**src/rtl/clcd_pkg.sv**
```systemverilog
package clcd_pkg;
  // oscillator and bus clock
  localparam int CLK_KHZ     = 40000;
  localparam int OSC_KHZ     = 80;
  localparam int OSC_DIV_DEF = CLK_KHZ / OSC_KHZ;
  // execution times in their own units
  localparam int T_CMD_US    = 125;
  localparam int T_SLOW_US   = 175;
  localparam int T_CLEAR_US  = 1630;
  localparam int T_INIT_MS   = 10;
  localparam int T_BLINK_MS  = 540;
  localparam int TW          = 16;

  function automatic int us2tick(input int t_us);
    return (t_us * OSC_KHZ + 999) / 1000;
  endfunction : us2tick

  localparam logic [TW-1:0] TK_CMD   = TW'(us2tick(T_CMD_US));
  localparam logic [TW-1:0] TK_SLOW  = TW'(us2tick(T_SLOW_US));
  localparam logic [TW-1:0] TK_CLEAR = TW'(us2tick(T_CLEAR_US));
  localparam int INIT_TICKS_DEF      = T_INIT_MS * OSC_KHZ;
  localparam int BLINK_HALF_DEF      = T_BLINK_MS * OSC_KHZ / 2;

  // instruction opcode bits, highest set bit selects the instruction
  localparam int CMD_DD_BIT   = 7;
  localparam int CMD_CG_BIT   = 6;
  localparam int CMD_FN_BIT   = 5;
  localparam int CMD_SH_BIT   = 4;
  localparam int CMD_DC_BIT   = 3;
  localparam int CMD_EM_BIT   = 2;
  localparam int CMD_HOME_BIT = 1;
  localparam int CMD_CLR_BIT  = 0;
  // fields inside instructions
  localparam int FN_WIDTH_BIT = 4;
  localparam int FN_ONE_BIT   = 3;
  localparam int SH_SC_BIT    = 3;
  localparam int SH_RL_BIT    = 2;
  localparam int DC_D_BIT     = 2;
  localparam int DC_C_BIT     = 1;
  localparam int DC_B_BIT     = 0;
  localparam int EM_ID_BIT    = 1;
  localparam int EM_S_BIT     = 0;

  // display-data address map
  localparam logic [6:0] LINE1_BASE = 7'h00;
  localparam logic [6:0] LINE1_LAST = 7'h0B;
  localparam logic [6:0] LINE2_BASE = 7'h40;
  localparam logic [6:0] LINE2_LAST = 7'h4B;
  localparam logic [3:0] LINE_LEN   = 4'hC;
  localparam int DD_DEPTH           = 24;
  localparam int CG_DEPTH           = 32;
  localparam logic [7:0] SPACE_CODE = 8'h20;
  localparam logic [2:0] CURSOR_ROW = 3'h7;
  localparam logic [4:0] CURSOR_DOTS = 5'h1F;

  // queue word: {register select, read step, byte}
  localparam int FW     = 10;
  localparam int FW_RS  = 9;
  localparam int FW_RD  = 8;

  typedef enum logic [1:0] {ST_INIT, ST_IDLE, ST_WAIT} clcd_state_type;
endpackage : clcd_pkg

```
**src/rtl/clcd_fifo.sv**
```systemverilog
`timescale 1ns/100ps
module clcd_fifo #(
  parameter int WIDTH = 10,
  parameter int DEPTH = 4
) (
  input  wire logic             clk,
  input  wire logic             rst_n,
  input  wire logic             in_valid,
  input  wire logic [WIDTH-1:0] in_data,
  output logic                  in_ready,
  output logic                  out_valid,
  output logic      [WIDTH-1:0] out_data,
  input  wire logic             out_ready
);
  localparam int AW = (DEPTH > 1) ? $clog2(DEPTH) : 1;

  logic [WIDTH-1:0] mem_r [DEPTH];
  logic [AW-1:0]    wp_r;
  logic [AW-1:0]    rp_r;
  logic [AW:0]      cnt_r;
  logic             push;
  logic             pop;

  function automatic logic [AW-1:0] ptr_inc(input logic [AW-1:0] p);
    return (p == AW'(DEPTH - 1)) ? '0 : p + AW'(1);
  endfunction : ptr_inc

  assign in_ready  = (cnt_r != (AW+1)'(DEPTH));
  assign out_valid = (cnt_r != '0);
  assign out_data  = mem_r[rp_r];
  assign push      = in_valid & in_ready;
  assign pop       = out_valid & out_ready;

  always_ff @(posedge clk) begin
    if (push) begin
      mem_r[wp_r] <= in_data;
    end
  end

  always_ff @(posedge clk or negedge rst_n) begin
    if (!rst_n) begin
      wp_r  <= '0;
      rp_r  <= '0;
      cnt_r <= '0;
    end else begin
      if (push) begin
        wp_r <= ptr_inc(wp_r);
      end
      if (pop) begin
        rp_r <= ptr_inc(rp_r);
      end
      cnt_r <= cnt_r + (AW+1)'(push) - (AW+1)'(pop);
    end
  end
endmodule : clcd_fifo

```
**src/rtl/clcd_ctrl.sv**
```systemverilog
`timescale 1ns/100ps
// Overview of operation
// - cursor is five dots on row eight
// - blink toggles cursor cell every half period
// - bit four alone decodes as shift command
// - cursor runs from line one into two
// - display shift moves both lines, each wraps
// - display-only shift keeps address counter
// - selector and direction pick four shift kinds
// - function set needs bit three; width bit
// - narrow bus moves each byte twice
// - serial host ignores the width bit
// - pattern address load selects pattern ram
// - display address load selects display ram
// - display addresses 00-0B and 40-4B only
// - status read gives busy and counter
// - busy while a command runs or entries are queued
// - display write stores byte, steps, shifts
// - pattern write stores five bits, steps
// - data read returns selected ram contents
// - display read steps counter, never shifts
// - power-up bus is eight bits wide
// - narrow bus: upper nibble first, both directions
// - entry direction steps counter up or down
module clcd_ctrl
  import clcd_pkg::*;
#(
  parameter int OSC_DIV    = OSC_DIV_DEF,
  parameter int INIT_TICKS = INIT_TICKS_DEF,
  parameter int BLINK_HALF = BLINK_HALF_DEF,
  parameter int FIFO_DEPTH = 4
) (
  input  wire logic       clk,
  input  wire logic       rst_n,
  input  wire logic       serial_sel,
  input  wire logic       register_select,
  input  wire logic       read_not_write,
  input  wire logic       enable,
  input  wire logic [7:0] db_in,
  output logic      [7:0] db_out,
  output logic            db_oe,
  output logic            busy_flag,
  output logic            wr_ready,
  output logic            display_on,
  input  wire logic       scan_line,
  input  wire logic [3:0] scan_col,
  input  wire logic [2:0] scan_row,
  output logic      [7:0] char_code,
  output logic      [4:0] cursor_dots,
  output logic            blank_cell
);
  clcd_state_type state_r;
  logic [TW-1:0] div_r;
  logic          tick_r;
  logic [TW-1:0] wait_r;
  logic [TW-1:0] blk_cnt_r;
  logic          blink_ph_r;
  logic          en_d_r;
  logic          width8_r;
  logic          nib_lo_r;
  logic [3:0]    hi_nib_r;
  logic [7:0]    rd_snap_r;
  logic [7:0]    db_out_r;
  logic [6:0]    ac_r;
  logic          cg_sel_r;
  logic          inc_r;
  logic          shift_en_r;
  logic [3:0]    shift_r;
  logic          disp_on_r;
  logic          cursor_on_r;
  logic          blink_on_r;
  logic          fetch_r;
  logic [7:0]    rd_latch_r;
  logic [7:0]    dd_r [DD_DEPTH];
  logic [4:0]    cg_r [CG_DEPTH];
  logic [7:0]    char_r;
  logic [4:0]    cdots_r;
  logic          blank_r;
  logic          en_rise;
  logic          wide;
  logic          push;
  logic [FW-1:0] push_w;
  logic          q_vld;
  logic [FW-1:0] q_w;
  logic          take;
  logic [7:0]    d;
  logic          do_wr, do_rd, do_dd, do_cg, do_fn, do_sh;
  logic          do_dc, do_em, do_home, do_clr;
  logic [TW-1:0] tk_nxt;
  logic [7:0]    rd_val;
  logic [6:0]    scan_addr;

  function automatic logic dd_ok(input logic [6:0] a);
    return (a[5:4] == 2'b00) && (a[3:0] < LINE_LEN);
  endfunction : dd_ok

  function automatic logic [4:0] dd_idx(input logic [6:0] a);
    return a[6] ? 5'(a[3:0]) + 5'(LINE_LEN) : 5'(a[3:0]);
  endfunction : dd_idx

  function automatic logic [6:0] ac_step(input logic [6:0] a, input logic up,
                                         input logic cg);
    logic [6:0] r;
    r = a;
    if (cg) begin
      r = {2'b00, up ? a[4:0] + 5'h01 : a[4:0] - 5'h01};
    end else if (up) begin
      r = (a == LINE1_LAST) ? LINE2_BASE : (a == LINE2_LAST) ? LINE1_BASE : a + 7'h01;
    end else begin
      r = (a == LINE1_BASE) ? LINE2_LAST : (a == LINE2_BASE) ? LINE1_LAST : a - 7'h01;
    end
    return r;
  endfunction : ac_step

  function automatic logic [3:0] sh_step(input logic [3:0] s, input logic left);
    if (left) begin
      return (s == LINE_LEN - 4'h1) ? 4'h0 : s + 4'h1;
    end
    return (s == 4'h0) ? LINE_LEN - 4'h1 : s - 4'h1;
  endfunction : sh_step

  function automatic logic [7:0] ram_rd(input logic [6:0] a, input logic cg,
                                        input logic [7:0] dd [DD_DEPTH],
                                        input logic [4:0] cgm [CG_DEPTH]);
    if (cg) begin
      return {3'b000, cgm[a[4:0]]};
    end
    return dd_ok(a) ? dd[dd_idx(a)] : 8'h00;
  endfunction : ram_rd

  // host bus side: bytes are assembled and queued, not executed here
  assign en_rise = enable & ~en_d_r;
  assign wide    = width8_r | serial_sel;
  assign rd_val  = register_select ? rd_latch_r : {busy_flag, ac_r};
  assign db_oe   = enable & read_not_write;
  assign db_out  = db_out_r;

  always_comb begin
    push   = 1'b0;
    push_w = {register_select, read_not_write, db_in};
    if (en_rise && !read_not_write) begin
      push = wide | nib_lo_r;
      if (!wide) begin
        push_w[7:0] = {hi_nib_r, db_in[7:4]};
      end
    end else if (en_rise && register_select) begin
      push = wide | nib_lo_r;
    end
  end

  always_ff @(posedge clk or negedge rst_n) begin
    if (!rst_n) begin
      en_d_r    <= 1'b0;
      nib_lo_r  <= 1'b0;
      hi_nib_r  <= 4'h0;
      rd_snap_r <= 8'h00;
      db_out_r  <= 8'h00;
    end else begin
      en_d_r <= enable;
      if (wide) begin
        nib_lo_r <= 1'b0;
        if (en_rise && read_not_write) begin
          db_out_r <= rd_val;
        end
      end else if (en_rise) begin
        nib_lo_r <= ~nib_lo_r;
        if (!nib_lo_r) begin
          hi_nib_r  <= db_in[7:4];
          rd_snap_r <= rd_val;
          db_out_r  <= {rd_val[7:4], 4'h0};
        end else begin
          db_out_r <= {rd_snap_r[3:0], 4'h0};
        end
      end
    end
  end

  // queue between bus and executor; a full queue drops the byte
  clcd_fifo #(
    .WIDTH (FW),
    .DEPTH (FIFO_DEPTH)
  ) u_fifo (
    .clk       (clk),
    .rst_n     (rst_n),
    .in_valid  (push),
    .in_data   (push_w),
    .in_ready  (wr_ready),
    .out_valid (q_vld),
    .out_data  (q_w),
    .out_ready (take)
  );

  // executor takes one entry only when idle
  assign take      = (state_r == ST_IDLE) & q_vld;
  assign busy_flag = (state_r != ST_IDLE) | q_vld;
  assign d         = q_w[7:0];

  always_comb begin
    {do_wr, do_rd, do_dd, do_cg, do_fn} = 5'b0;
    {do_sh, do_dc, do_em, do_home, do_clr} = 5'b0;
    tk_nxt = TK_CMD;
    if (take) begin
      if (q_w[FW_RS]) begin
        do_wr = ~q_w[FW_RD];
        do_rd = q_w[FW_RD];
        tk_nxt = q_w[FW_RD] ? TK_SLOW : TK_CMD;
      end else if (d[CMD_DD_BIT]) begin
        do_dd = 1'b1;
      end else if (d[CMD_CG_BIT]) begin
        do_cg = 1'b1;
      end else if (d[CMD_FN_BIT]) begin
        do_fn = d[FN_ONE_BIT];
      end else if (d[CMD_SH_BIT]) begin
        do_sh  = 1'b1;
        tk_nxt = TK_SLOW;
      end else if (d[CMD_DC_BIT]) begin
        do_dc = 1'b1;
      end else if (d[CMD_EM_BIT]) begin
        do_em = 1'b1;
      end else if (d[CMD_HOME_BIT]) begin
        do_home = 1'b1;
      end else if (d[CMD_CLR_BIT]) begin
        do_clr = 1'b1;
        tk_nxt = TK_CLEAR;
      end
    end
  end

  // internal oscillator tick and busy timing
  always_ff @(posedge clk or negedge rst_n) begin
    if (!rst_n) begin
      div_r  <= '0;
      tick_r <= 1'b0;
    end else begin
      tick_r <= (div_r == TW'(OSC_DIV - 1));
      div_r  <= (div_r == TW'(OSC_DIV - 1)) ? '0 : div_r + TW'(1);
    end
  end

  always_ff @(posedge clk or negedge rst_n) begin
    if (!rst_n) begin
      state_r <= ST_INIT;
      wait_r  <= TW'(INIT_TICKS);
    end else begin
      case (state_r)
        ST_INIT, ST_WAIT: begin
          if (wait_r == '0) begin
            state_r <= ST_IDLE;
          end else if (tick_r) begin
            wait_r <= wait_r - TW'(1);
          end
        end
        ST_IDLE: begin
          if (take) begin
            state_r <= ST_WAIT;
            wait_r  <= tk_nxt;
          end
        end
        default: state_r <= ST_IDLE;
      endcase
    end
  end

  // address counter and ram selection
  always_ff @(posedge clk or negedge rst_n) begin
    if (!rst_n) begin
      ac_r     <= LINE1_BASE;
      cg_sel_r <= 1'b0;
    end else if (do_dd) begin
      ac_r     <= d[6:0];
      cg_sel_r <= 1'b0;
    end else if (do_cg) begin
      ac_r     <= {2'b00, d[4:0]};
      cg_sel_r <= 1'b1;
    end else if (do_clr || do_home) begin
      ac_r     <= LINE1_BASE;
      cg_sel_r <= 1'b0;
    end else if (do_wr || do_rd) begin
      ac_r <= ac_step(ac_r, inc_r, cg_sel_r);
    end else if (do_sh && !d[SH_SC_BIT]) begin
      ac_r <= ac_step(ac_r, d[SH_RL_BIT], cg_sel_r);
    end
  end

  // display shift, shared by both lines
  always_ff @(posedge clk or negedge rst_n) begin
    if (!rst_n) begin
      shift_r <= 4'h0;
    end else if (do_clr || do_home) begin
      shift_r <= 4'h0;
    end else if (do_sh && d[SH_SC_BIT]) begin
      shift_r <= sh_step(shift_r, ~d[SH_RL_BIT]);
    end else if (do_wr && shift_en_r && !cg_sel_r) begin
      shift_r <= sh_step(shift_r, inc_r);
    end
  end

  // mode and attribute bits
  always_ff @(posedge clk or negedge rst_n) begin
    if (!rst_n) begin
      width8_r    <= 1'b1;
      inc_r       <= 1'b1;
      shift_en_r  <= 1'b0;
      disp_on_r   <= 1'b0;
      cursor_on_r <= 1'b0;
      blink_on_r  <= 1'b0;
    end else begin
      if (do_fn && !serial_sel) begin
        width8_r <= d[FN_WIDTH_BIT];
      end
      if (do_em) begin
        inc_r      <= d[EM_ID_BIT];
        shift_en_r <= d[EM_S_BIT];
      end else if (do_clr) begin
        inc_r <= 1'b1;
      end
      if (do_dc) begin
        disp_on_r   <= d[DC_D_BIT];
        cursor_on_r <= d[DC_C_BIT];
        blink_on_r  <= d[DC_B_BIT];
      end
    end
  end

  // ram storage; out-of-map display addresses are not stored
  always_ff @(posedge clk or negedge rst_n) begin
    if (!rst_n) begin
      for (int i = 0; i < DD_DEPTH; i++) begin
        dd_r[i] <= SPACE_CODE;
      end
      for (int i = 0; i < CG_DEPTH; i++) begin
        cg_r[i] <= 5'h00;
      end
    end else if (do_clr) begin
      for (int i = 0; i < DD_DEPTH; i++) begin
        dd_r[i] <= SPACE_CODE;
      end
    end else if (do_wr && cg_sel_r) begin
      cg_r[ac_r[4:0]] <= d[4:0];
    end else if (do_wr && dd_ok(ac_r)) begin
      dd_r[dd_idx(ac_r)] <= d;
    end
  end

  // read latch is refreshed only after address set, cursor shift or read,
  // so a read right after a write returns stale data
  always_ff @(posedge clk or negedge rst_n) begin
    if (!rst_n) begin
      fetch_r    <= 1'b0;
      rd_latch_r <= 8'h00;
    end else begin
      fetch_r <= do_dd | do_cg | do_rd | (do_sh & ~d[SH_SC_BIT]);
      if (fetch_r) begin
        rd_latch_r <= ram_rd(ac_r, cg_sel_r, dd_r, cg_r);
      end
    end
  end

  // blink phase from the oscillator
  always_ff @(posedge clk or negedge rst_n) begin
    if (!rst_n) begin
      blk_cnt_r  <= '0;
      blink_ph_r <= 1'b0;
    end else if (tick_r) begin
      if (blk_cnt_r == TW'(BLINK_HALF - 1)) begin
        blk_cnt_r  <= '0;
        blink_ph_r <= ~blink_ph_r;
      end else begin
        blk_cnt_r <= blk_cnt_r + TW'(1);
      end
    end
  end

  // scan port: visible column plus shift, wrapped inside the line
  always_comb begin
    scan_addr = {scan_line, 2'b00, scan_col + shift_r};
    if (5'(scan_col) + 5'(shift_r) >= 5'(LINE_LEN)) begin
      scan_addr[3:0] = scan_col + shift_r - LINE_LEN;
    end
  end

  always_ff @(posedge clk or negedge rst_n) begin
    if (!rst_n) begin
      char_r  <= 8'h00;
      cdots_r <= 5'h00;
      blank_r <= 1'b0;
    end else begin
      char_r  <= dd_r[dd_idx(scan_addr)];
      cdots_r <= (cursor_on_r && scan_addr == ac_r && scan_row == CURSOR_ROW)
                 ? CURSOR_DOTS : 5'h00;
      blank_r <= blink_on_r & blink_ph_r & (scan_addr == ac_r);
    end
  end

  assign char_code   = char_r;
  assign cursor_dots = cdots_r;
  assign blank_cell  = blank_r;
  assign display_on  = disp_on_r;
endmodule : clcd_ctrl

```
**config.mk**
```make
export PLATFORM = sky130hd
export DESIGN_NAME = clcd_ctrl
export DESIGN_NICKNAME = d
export VERILOG_FILES = /design/src/rtl/clcd_pkg.sv /design/src/rtl/clcd_fifo.sv /design/src/rtl/clcd_ctrl.sv
export SDC_FILE = /design/constraint.sdc
export NUM_CORES = 1
export LEC_CHECK = 0
export BUFFER_PORTS_ARGS = -buffer_cell sky130_fd_sc_hd__buf_4
export CORE_MARGIN = 10
export CORE_UTILIZATION = 30
export DETAILED_ROUTE_END_ITERATION = 10
export PLACE_DENSITY = 0.46
export SETUP_SLACK_MARGIN = 0.2
export SKIP_CTS_REPAIR_TIMING = 1
export SLEW_MARGIN = 20
export SYNTH_ARGS = -nofsm -noshare
export SYNTH_HDL_FRONTEND = slang
export SYNTH_SLANG_ARGS = --single-unit
```
**constraint.sdc**
```tcl
create_clock -name clk -period 5.01 [get_ports clk]
set_clock_uncertainty 0.1 [all_clocks]
set_input_delay 1.002 -clock clk [delete_from_list [all_inputs] [get_ports clk]]
set_output_delay 1.002 -clock clk [all_outputs]
set_load 0.005 [all_outputs]
```
==> results of run 1 <==
power groups by stage:
stage	registers, mW	clock network [mW]	logic [mW]
3_5_place_dp	5.22	0	4.02
2_1_floorplan	4.84	0	2.83
5_1_grt	5.23	4.65	4.37
4_1_cts	5.15	4.49	4.03
3_3_place_gp	5.20	0	3.96
6_report	5.15	4.38	4.01
through the flow:
step                power (mW)  hold slack (ps)  utilization  area (sq um)
floorplan                 7.67              341            -         24900
global placement          9.17              357        0.321         26400
detailed placement        9.24              367        0.321         26400
CTS                       13.7              372        0.345         28300
global route              14.3              385        0.345         28400
finish                    13.5              348        0.345         28400
cell families after synthesis:
logic type	Yosys count	share of synthesized area
simple gates	669	0.125
compound gates	572	0.128
flops	506	0.519
mux	218	0.161
buf+inv	206	0.0328
xor+xnor	55	0.0194
fa+ha+maj	28	0.0147
how the worst max path moves through the flow:
stage,end
6_report,char_code[3]$_DFF_PN0_
5_1_grt,char_code[4]$_DFF_PN0_
4_1_cts,char_code[4]$_DFF_PN0_
3_5_place_dp,char_code[3]$_DFF_PN0_
3_3_place_gp,char_code[4]$_DFF_PN0_
2_1_floorplan,char_code[0]$_DFF_PN0_
per-layer routing:
layer | vias to the layer above | routed length, um
met5 | - | 13
met4 | 2 | 2730
met3 | 138 | 4070
met2 | 451 | 33600
met1 | 8983 | 32100
li1 | 8247 | -
area by class of cell:
type	instances	area [sq um]	area share
sequential	506	12900	0.455
multi-input combinational	1542	11200	0.395
clock buffer	81	1620	0.0570
tap	1070	1340	0.0472
timing repair buffer	89	821	0.0289
clock inverter	26	337	0.0119
inverter	38	143	0.00503
cell usage after synthesis, types with 8 or more instances:
cell type / n
and2_1: 17
mux4_2: 143
a22oi_1: 41
mux2i_1: 52
xor2_1: 19
dfstp_2: 29
o22ai_1: 12
o22a_1: 11
and3_1: 18
o31ai_1: 8
nand4_1: 13
buf_2: 16
nand2_1: 286
nand3_1: 200
buf_1: 8
a31oi_1: 13
edfxtp_1: 40
or3_1: 11
nor4_1: 12
o21ai_0: 427
nor2_1: 59
clkbuf_1: 139
nor3_1: 22
dfrtp_1: 437
xnor2_1: 36
inv_1: 36
a21oi_1: 19
mux2_2: 23
ha_1: 26
sequential cells by signal, indices dropped and copies added, names as in the netlist, 16 cells and up:
signal        flops
dd_r            192
div_r            16
u_fifo.mem_r     40
wait_r           16
cg_r            160
blk_cnt_r        16
==> out/qor.yml, run 1 <==
outcome:
  status: "completed"
clock_network:
  htreeDepth: 2
  worst_skew_pair.late_latency_ps: 640
  clockRootBuffer: "clkbuf_16"
  cts_buffer_depth: 3
  cts_sinks: 506
  clk_pin_slew_ps: 60
  cts_tree: "yes"
  cts_buffers: 57
logic_synthesis:
  synth.avg_cell_area_sq_um: 11.0
  ys_seq_area_frac: 0.519
  synth_top_area_cell: "dfrtp_1"
  async_reset_ff_frac: 0.921
  synth_cell_types: 67
  synth_top_area_frac: 0.440
  yosys-top-cells-area: "dfrtp_1 (44%), mux4_2 (13%), o21ai_0 (8.6%)"
  yosysWarnings: 0
  synth_nets: 2304
  ys_seq_elements: 506
  synth_edf_count: 40
  syn_inst: 2254
  syn_area_sq_mm: 0.0249
  ys.flop_type: "dfrtp_1"
grt:
  grt_first_pass_wirelength_um: 113000
  grt_pass1_vias: 18327
  gr-usage-met2: 0.244
  met1_usage: 0.202
  grt_max_degree: 170
  overflow: 0
  track_usage: 0.153
  antenna_found_initial: 1
  grtUsageMet3: 0.0327
  top_usage_layer: "met2"
sta:
  layout_min_cycle_time_ps: 4110
  slew_viol_final: 0
  finalWorstSetupSlack_ps: 904
  slew_headroom: 0.265
  fmaxAchievable_mhz: 244
  rsz0062_at_grt: "false"
  fin_setup_tns_ps: 0
  final.period_utilization: 0.820
  worstMarginPinSlew_ps: 1100
  setup_viol: 0
  hold_viol: 0
power_and_ir_drop:
  switching_power_mw: 4.87
  power_frac_seq: 0.380
  vdd_drop_max_uv: 281
  p_sw_frac: 0.360
  power_frac_comb: 0.296
  clkPwrFrac: 0.323
  powerDensity_mw_per_mm2: 478
  p_leak_nw: 11.6
  p_int_mw: 8.67
setup_path:
  crit_cells: 17
  ff2ff_path_depth: 17
  startpoint_type: "flip-flop"
  path_buf_inv: 4
  crit_path_max_incr_delay_ps: 510
  critPathKind: "reg2reg"
  critical_path_arrival_ps: 4510
  crit_family: "adder cells"
  worstSetupStartpoint: "shift_r[0]$_DFFE_PN0P_"
  worst_setup_path_end_kind: "flip-flop"
  slowest_stage: "dfrtp_1"
  required_ps: 5410
  r2r_start: "shift_r[0]$_DFFE_PN0P_"
  cp_cell_sequence: "ha_4 > inv_1 > fa_2 > xor2_1 > inv_1 > ha_1 > a31oi_1 > nand3_1 > o21ai_0 > inv_1 > ha_1 > nand2_1 > o311a_1 > buf_4 > mux2i_1 > o22a_1 > o21ai_0"
  rr_endpoint: "char_code[3]$_DFF_PN0_"
  path_common_cell: "inv_1"
  r2r_slack_ps: 900
  worstPathMaxFanout: 16
placed_design:
  place_inst: 3244
  hpwl_um: 47800
  place.gp.congestion: 0.815
  io_buffers: 47
  dpl_worst_slack_ps: 388
die:
  io_pins: 48
  die_x_um: 308
  dieArea_sq_mm: 0.0948
  die_h_um: 308
  core_area_sq_mm: 0.0821
  start_util: 0.303
  row_count: 105
worst_hold_path:
  hold_class: "in2async"
cells_and_area:
  area_growth_pct: 14.1
  fill_cells: 8081
  fin_cells: 3352
  layout_commonest_cell: "dfrtp_1"
  final_nets: 2284
  final_cell_mix: "dfrtp_1 (435), o21ai_0 (422), nand2_1 (286)"
  drive_gt1_frac: 0.174
  antenna_cells: 0
drt:
  ant_nets: 0
  via_per_inst: 5.32
  via_count: 17821
  drt_iter0_drc: 1471
  wl_um: 72500
  firstDrtPassIters: 5
  drc: 0
  wl_per_cell_um: 21.6
flow_run:
  drv_cap: 0
(Power assumes the default switching activity.)
==> run 2: changes to the inputs <==
Settings changed: PLACE_DENSITY 0.46 to 0.48.
Clock period 5.01 ns to 3.53 ns, I/O delays scaled along.
==> out/qor.yml, run 2 (synthesized netlist as in run 1, its figures left out) <==
placed_design:
  dpl_worst_slack_ps: -227
  hpwl_um: 48000
  io_buffers: 47
  place.gp.congestion: 0.835
grt:
  antenna_found_initial: 0
  grt_first_pass_wirelength_um: 113000
  grt_pass1_vias: 18229
  grt_max_degree: 170
  track_usage: 0.152
  overflow: 0
worst_hold_path:
  min_from: "enable"
  hold_end: "en_d_r$_DFF_PN0_"
  holdPathStages: 1
  hold_class: "in2reg"
power_and_ir_drop:
  p_sw_frac: 0.357
  fin_total_pwr_mw: 19.6
  p_leak_nw: 11.9
  power_frac_comb: 0.329
  vdd_drop_max_uv: 400
  clkPwrFrac: 0.311
  switching_power_mw: 6.99
  p_int_mw: 12.6
  powerDensity_mw_per_mm2: 675
  power_frac_seq: 0.360
setup_path:
  slowest_stage: "fa_2"
  startpoint_type: "flip-flop"
  path_common_cell: "ha_4"
  worst_setup_path_end_kind: "flip-flop"
  critPathKind: "reg2reg"
  ff2ff_path_depth: 16
  rr_endpoint: "char_code[0]$_DFF_PN0_"
  r2r_slack_ps: 270
  r2r_start: "shift_r[0]$_DFFE_PN0P_"
  required_ps: 3950
  critical_path_arrival_ps: 3670
  cp_cell_sequence: "ha_4 > inv_2 > fa_2 > xor2_2 > inv_2 > ha_4 > a31oi_4 > nand2_1 > o22ai_2 > ha_4 > nand2_2 > o311a_4 > clkbuf_16 > mux2i_2 > o22a_1 > o21ai_2"
  crit_path_max_incr_delay_ps: 400
  worstPathMaxFanout: 8
sta:
  rsz0062_at_grt: "true"
  fmaxAchievable_mhz: 307
  final.period_utilization: 0.922
  setup_viol: 0
  slew_headroom: 0.410
  hold_viol: 0
  worstMarginPinSlew_ps: 885
  finalWorstSetupSlack_ps: 275
  layout_min_cycle_time_ps: 3260
  slew_viol_final: 0
die:
  io_pins: 48
  dieArea_sq_mm: 0.0948
  core_area_sq_mm: 0.0821
  row_count: 105
  die_h_um: 308
  start_util: 0.303
  die_x_um: 308
clock_network:
  clk_pin_slew_ps: 60
  cts_buffers: 56
  htreeDepth: 2
  worst_skew_pair.late_latency_ps: 630
  cts_sinks: 506
  clockRootBuffer: "clkbuf_16"
  cts_buffer_depth: 3
  cts_tree: "yes"
drt:
  wl_per_cell_um: 21.4
  via_count: 18165
  drc: 0
  wl_um: 73000
  firstDrtPassIters: 5
  ant_nets: 0
  via_per_inst: 5.32
  drt_iter0_drc: 1502
cells_and_area:
  drive_gt1_frac: 0.207
  final_nets: 2348
  final_cell_mix: "dfrtp_1 (435), o21ai_0 (413), nand2_1 (281)"
  largest_register_ffs: 192
  area_growth_pct: 16.7
  top_regs: "dd_r (192), cg_r (160), u_fifo.mem_r (40)"
  regMostFlops: "dd_r"
  layout_commonest_cell: "dfrtp_1"
  antenna_cells: 0
outcome:
  status: "completed"
flow_run:
  drv_cap: 0
[run 2: cell types whose count changed in the layout (fill, tap and decap cells not counted), sizes merged]
| cell | previous run | this run |
|---|---|---|
| clkbuf | 81 | 84 |
| dlygate4sd3 | 0 | 1 |
| clkinvlp | 5 | 2 |
| buf | 89 | 151 |
[run 2: layer usage]
metal  share of wire  up-vias  global-route usage
met5               0        -                   0
met1            0.45     9243               0.207
met2            0.47      441               0.247
li1                -     8391                   -
met3           0.047       90              0.0258
met4           0.026        0              0.0430
[run 2: worst max path at each step]
stage,start,end,slack (ps),cells after the start
after floorplan,scan_col[0],char_code[6]$_DFF_PN0_,-110,18
after global placement,scan_col[0],char_code[6]$_DFF_PN0_,-130,18
after detailed placement,scan_col[0],char_code[4]$_DFF_PN0_,-230,17
after CTS,shift_r[1]$_DFFE_PN0P_,char_code[4]$_DFF_PN0_,190,16
after global routing,shift_r[0]$_DFFE_PN0P_,char_code[4]$_DFF_PN0_,90,17
final,shift_r[0]$_DFFE_PN0P_,char_code[0]$_DFF_PN0_,270,16
[run 2: power by group through the flow]
stage / clock network (mW) / registers (mW) / logic (mW)
floorplan: 0 / 6.87 / 4.12
global placement: 0 / 7.11 / 6.21
detailed placement: 0 / 7.14 / 6.29
CTS: 6.26 / 7.04 / 6.31
global route: 6.50 / 7.12 / 6.99
finish: 6.09 / 7.04 / 6.44
[run 2: critical path, delay by kind of cell, from the launching register on]
family                   cells  cell delay, ps
AND/OR/NAND/NOR              2             180
buffers and inverters        3             290
multiplexers                 1             220
AO/OA/AOI/OAI                5             870
flip-flops                   1             390
XOR/XNOR                     1             170
adder cells (fa/ha/maj)      4             950
[run 2: stage by stage]
step	setup TNS, ps	instance area (sq um)	utilization	hold WS [ps]	cells
2_1_floorplan	-841	25000	-	310	2254
3_3_place_gp	-969	26900	0.328	356	3304
3_5_place_dp	-1530	26900	0.328	365	3304
4_1_cts	0	28800	0.351	-45.4	3409
5_1_grt	0	29000	0.353	84.7	3415
6_report	0	29000	0.353	111	3415
[run 2: cell type report]
cell class	instances	area, sq um
clock buffers	82	1600
clock inverters	23	305
fillers	8096	53100
inverters	38	143
multi-input cells	1542	11300
flip-flops and latches	506	12900
well taps	1070	1340
repair buffers	154	1380
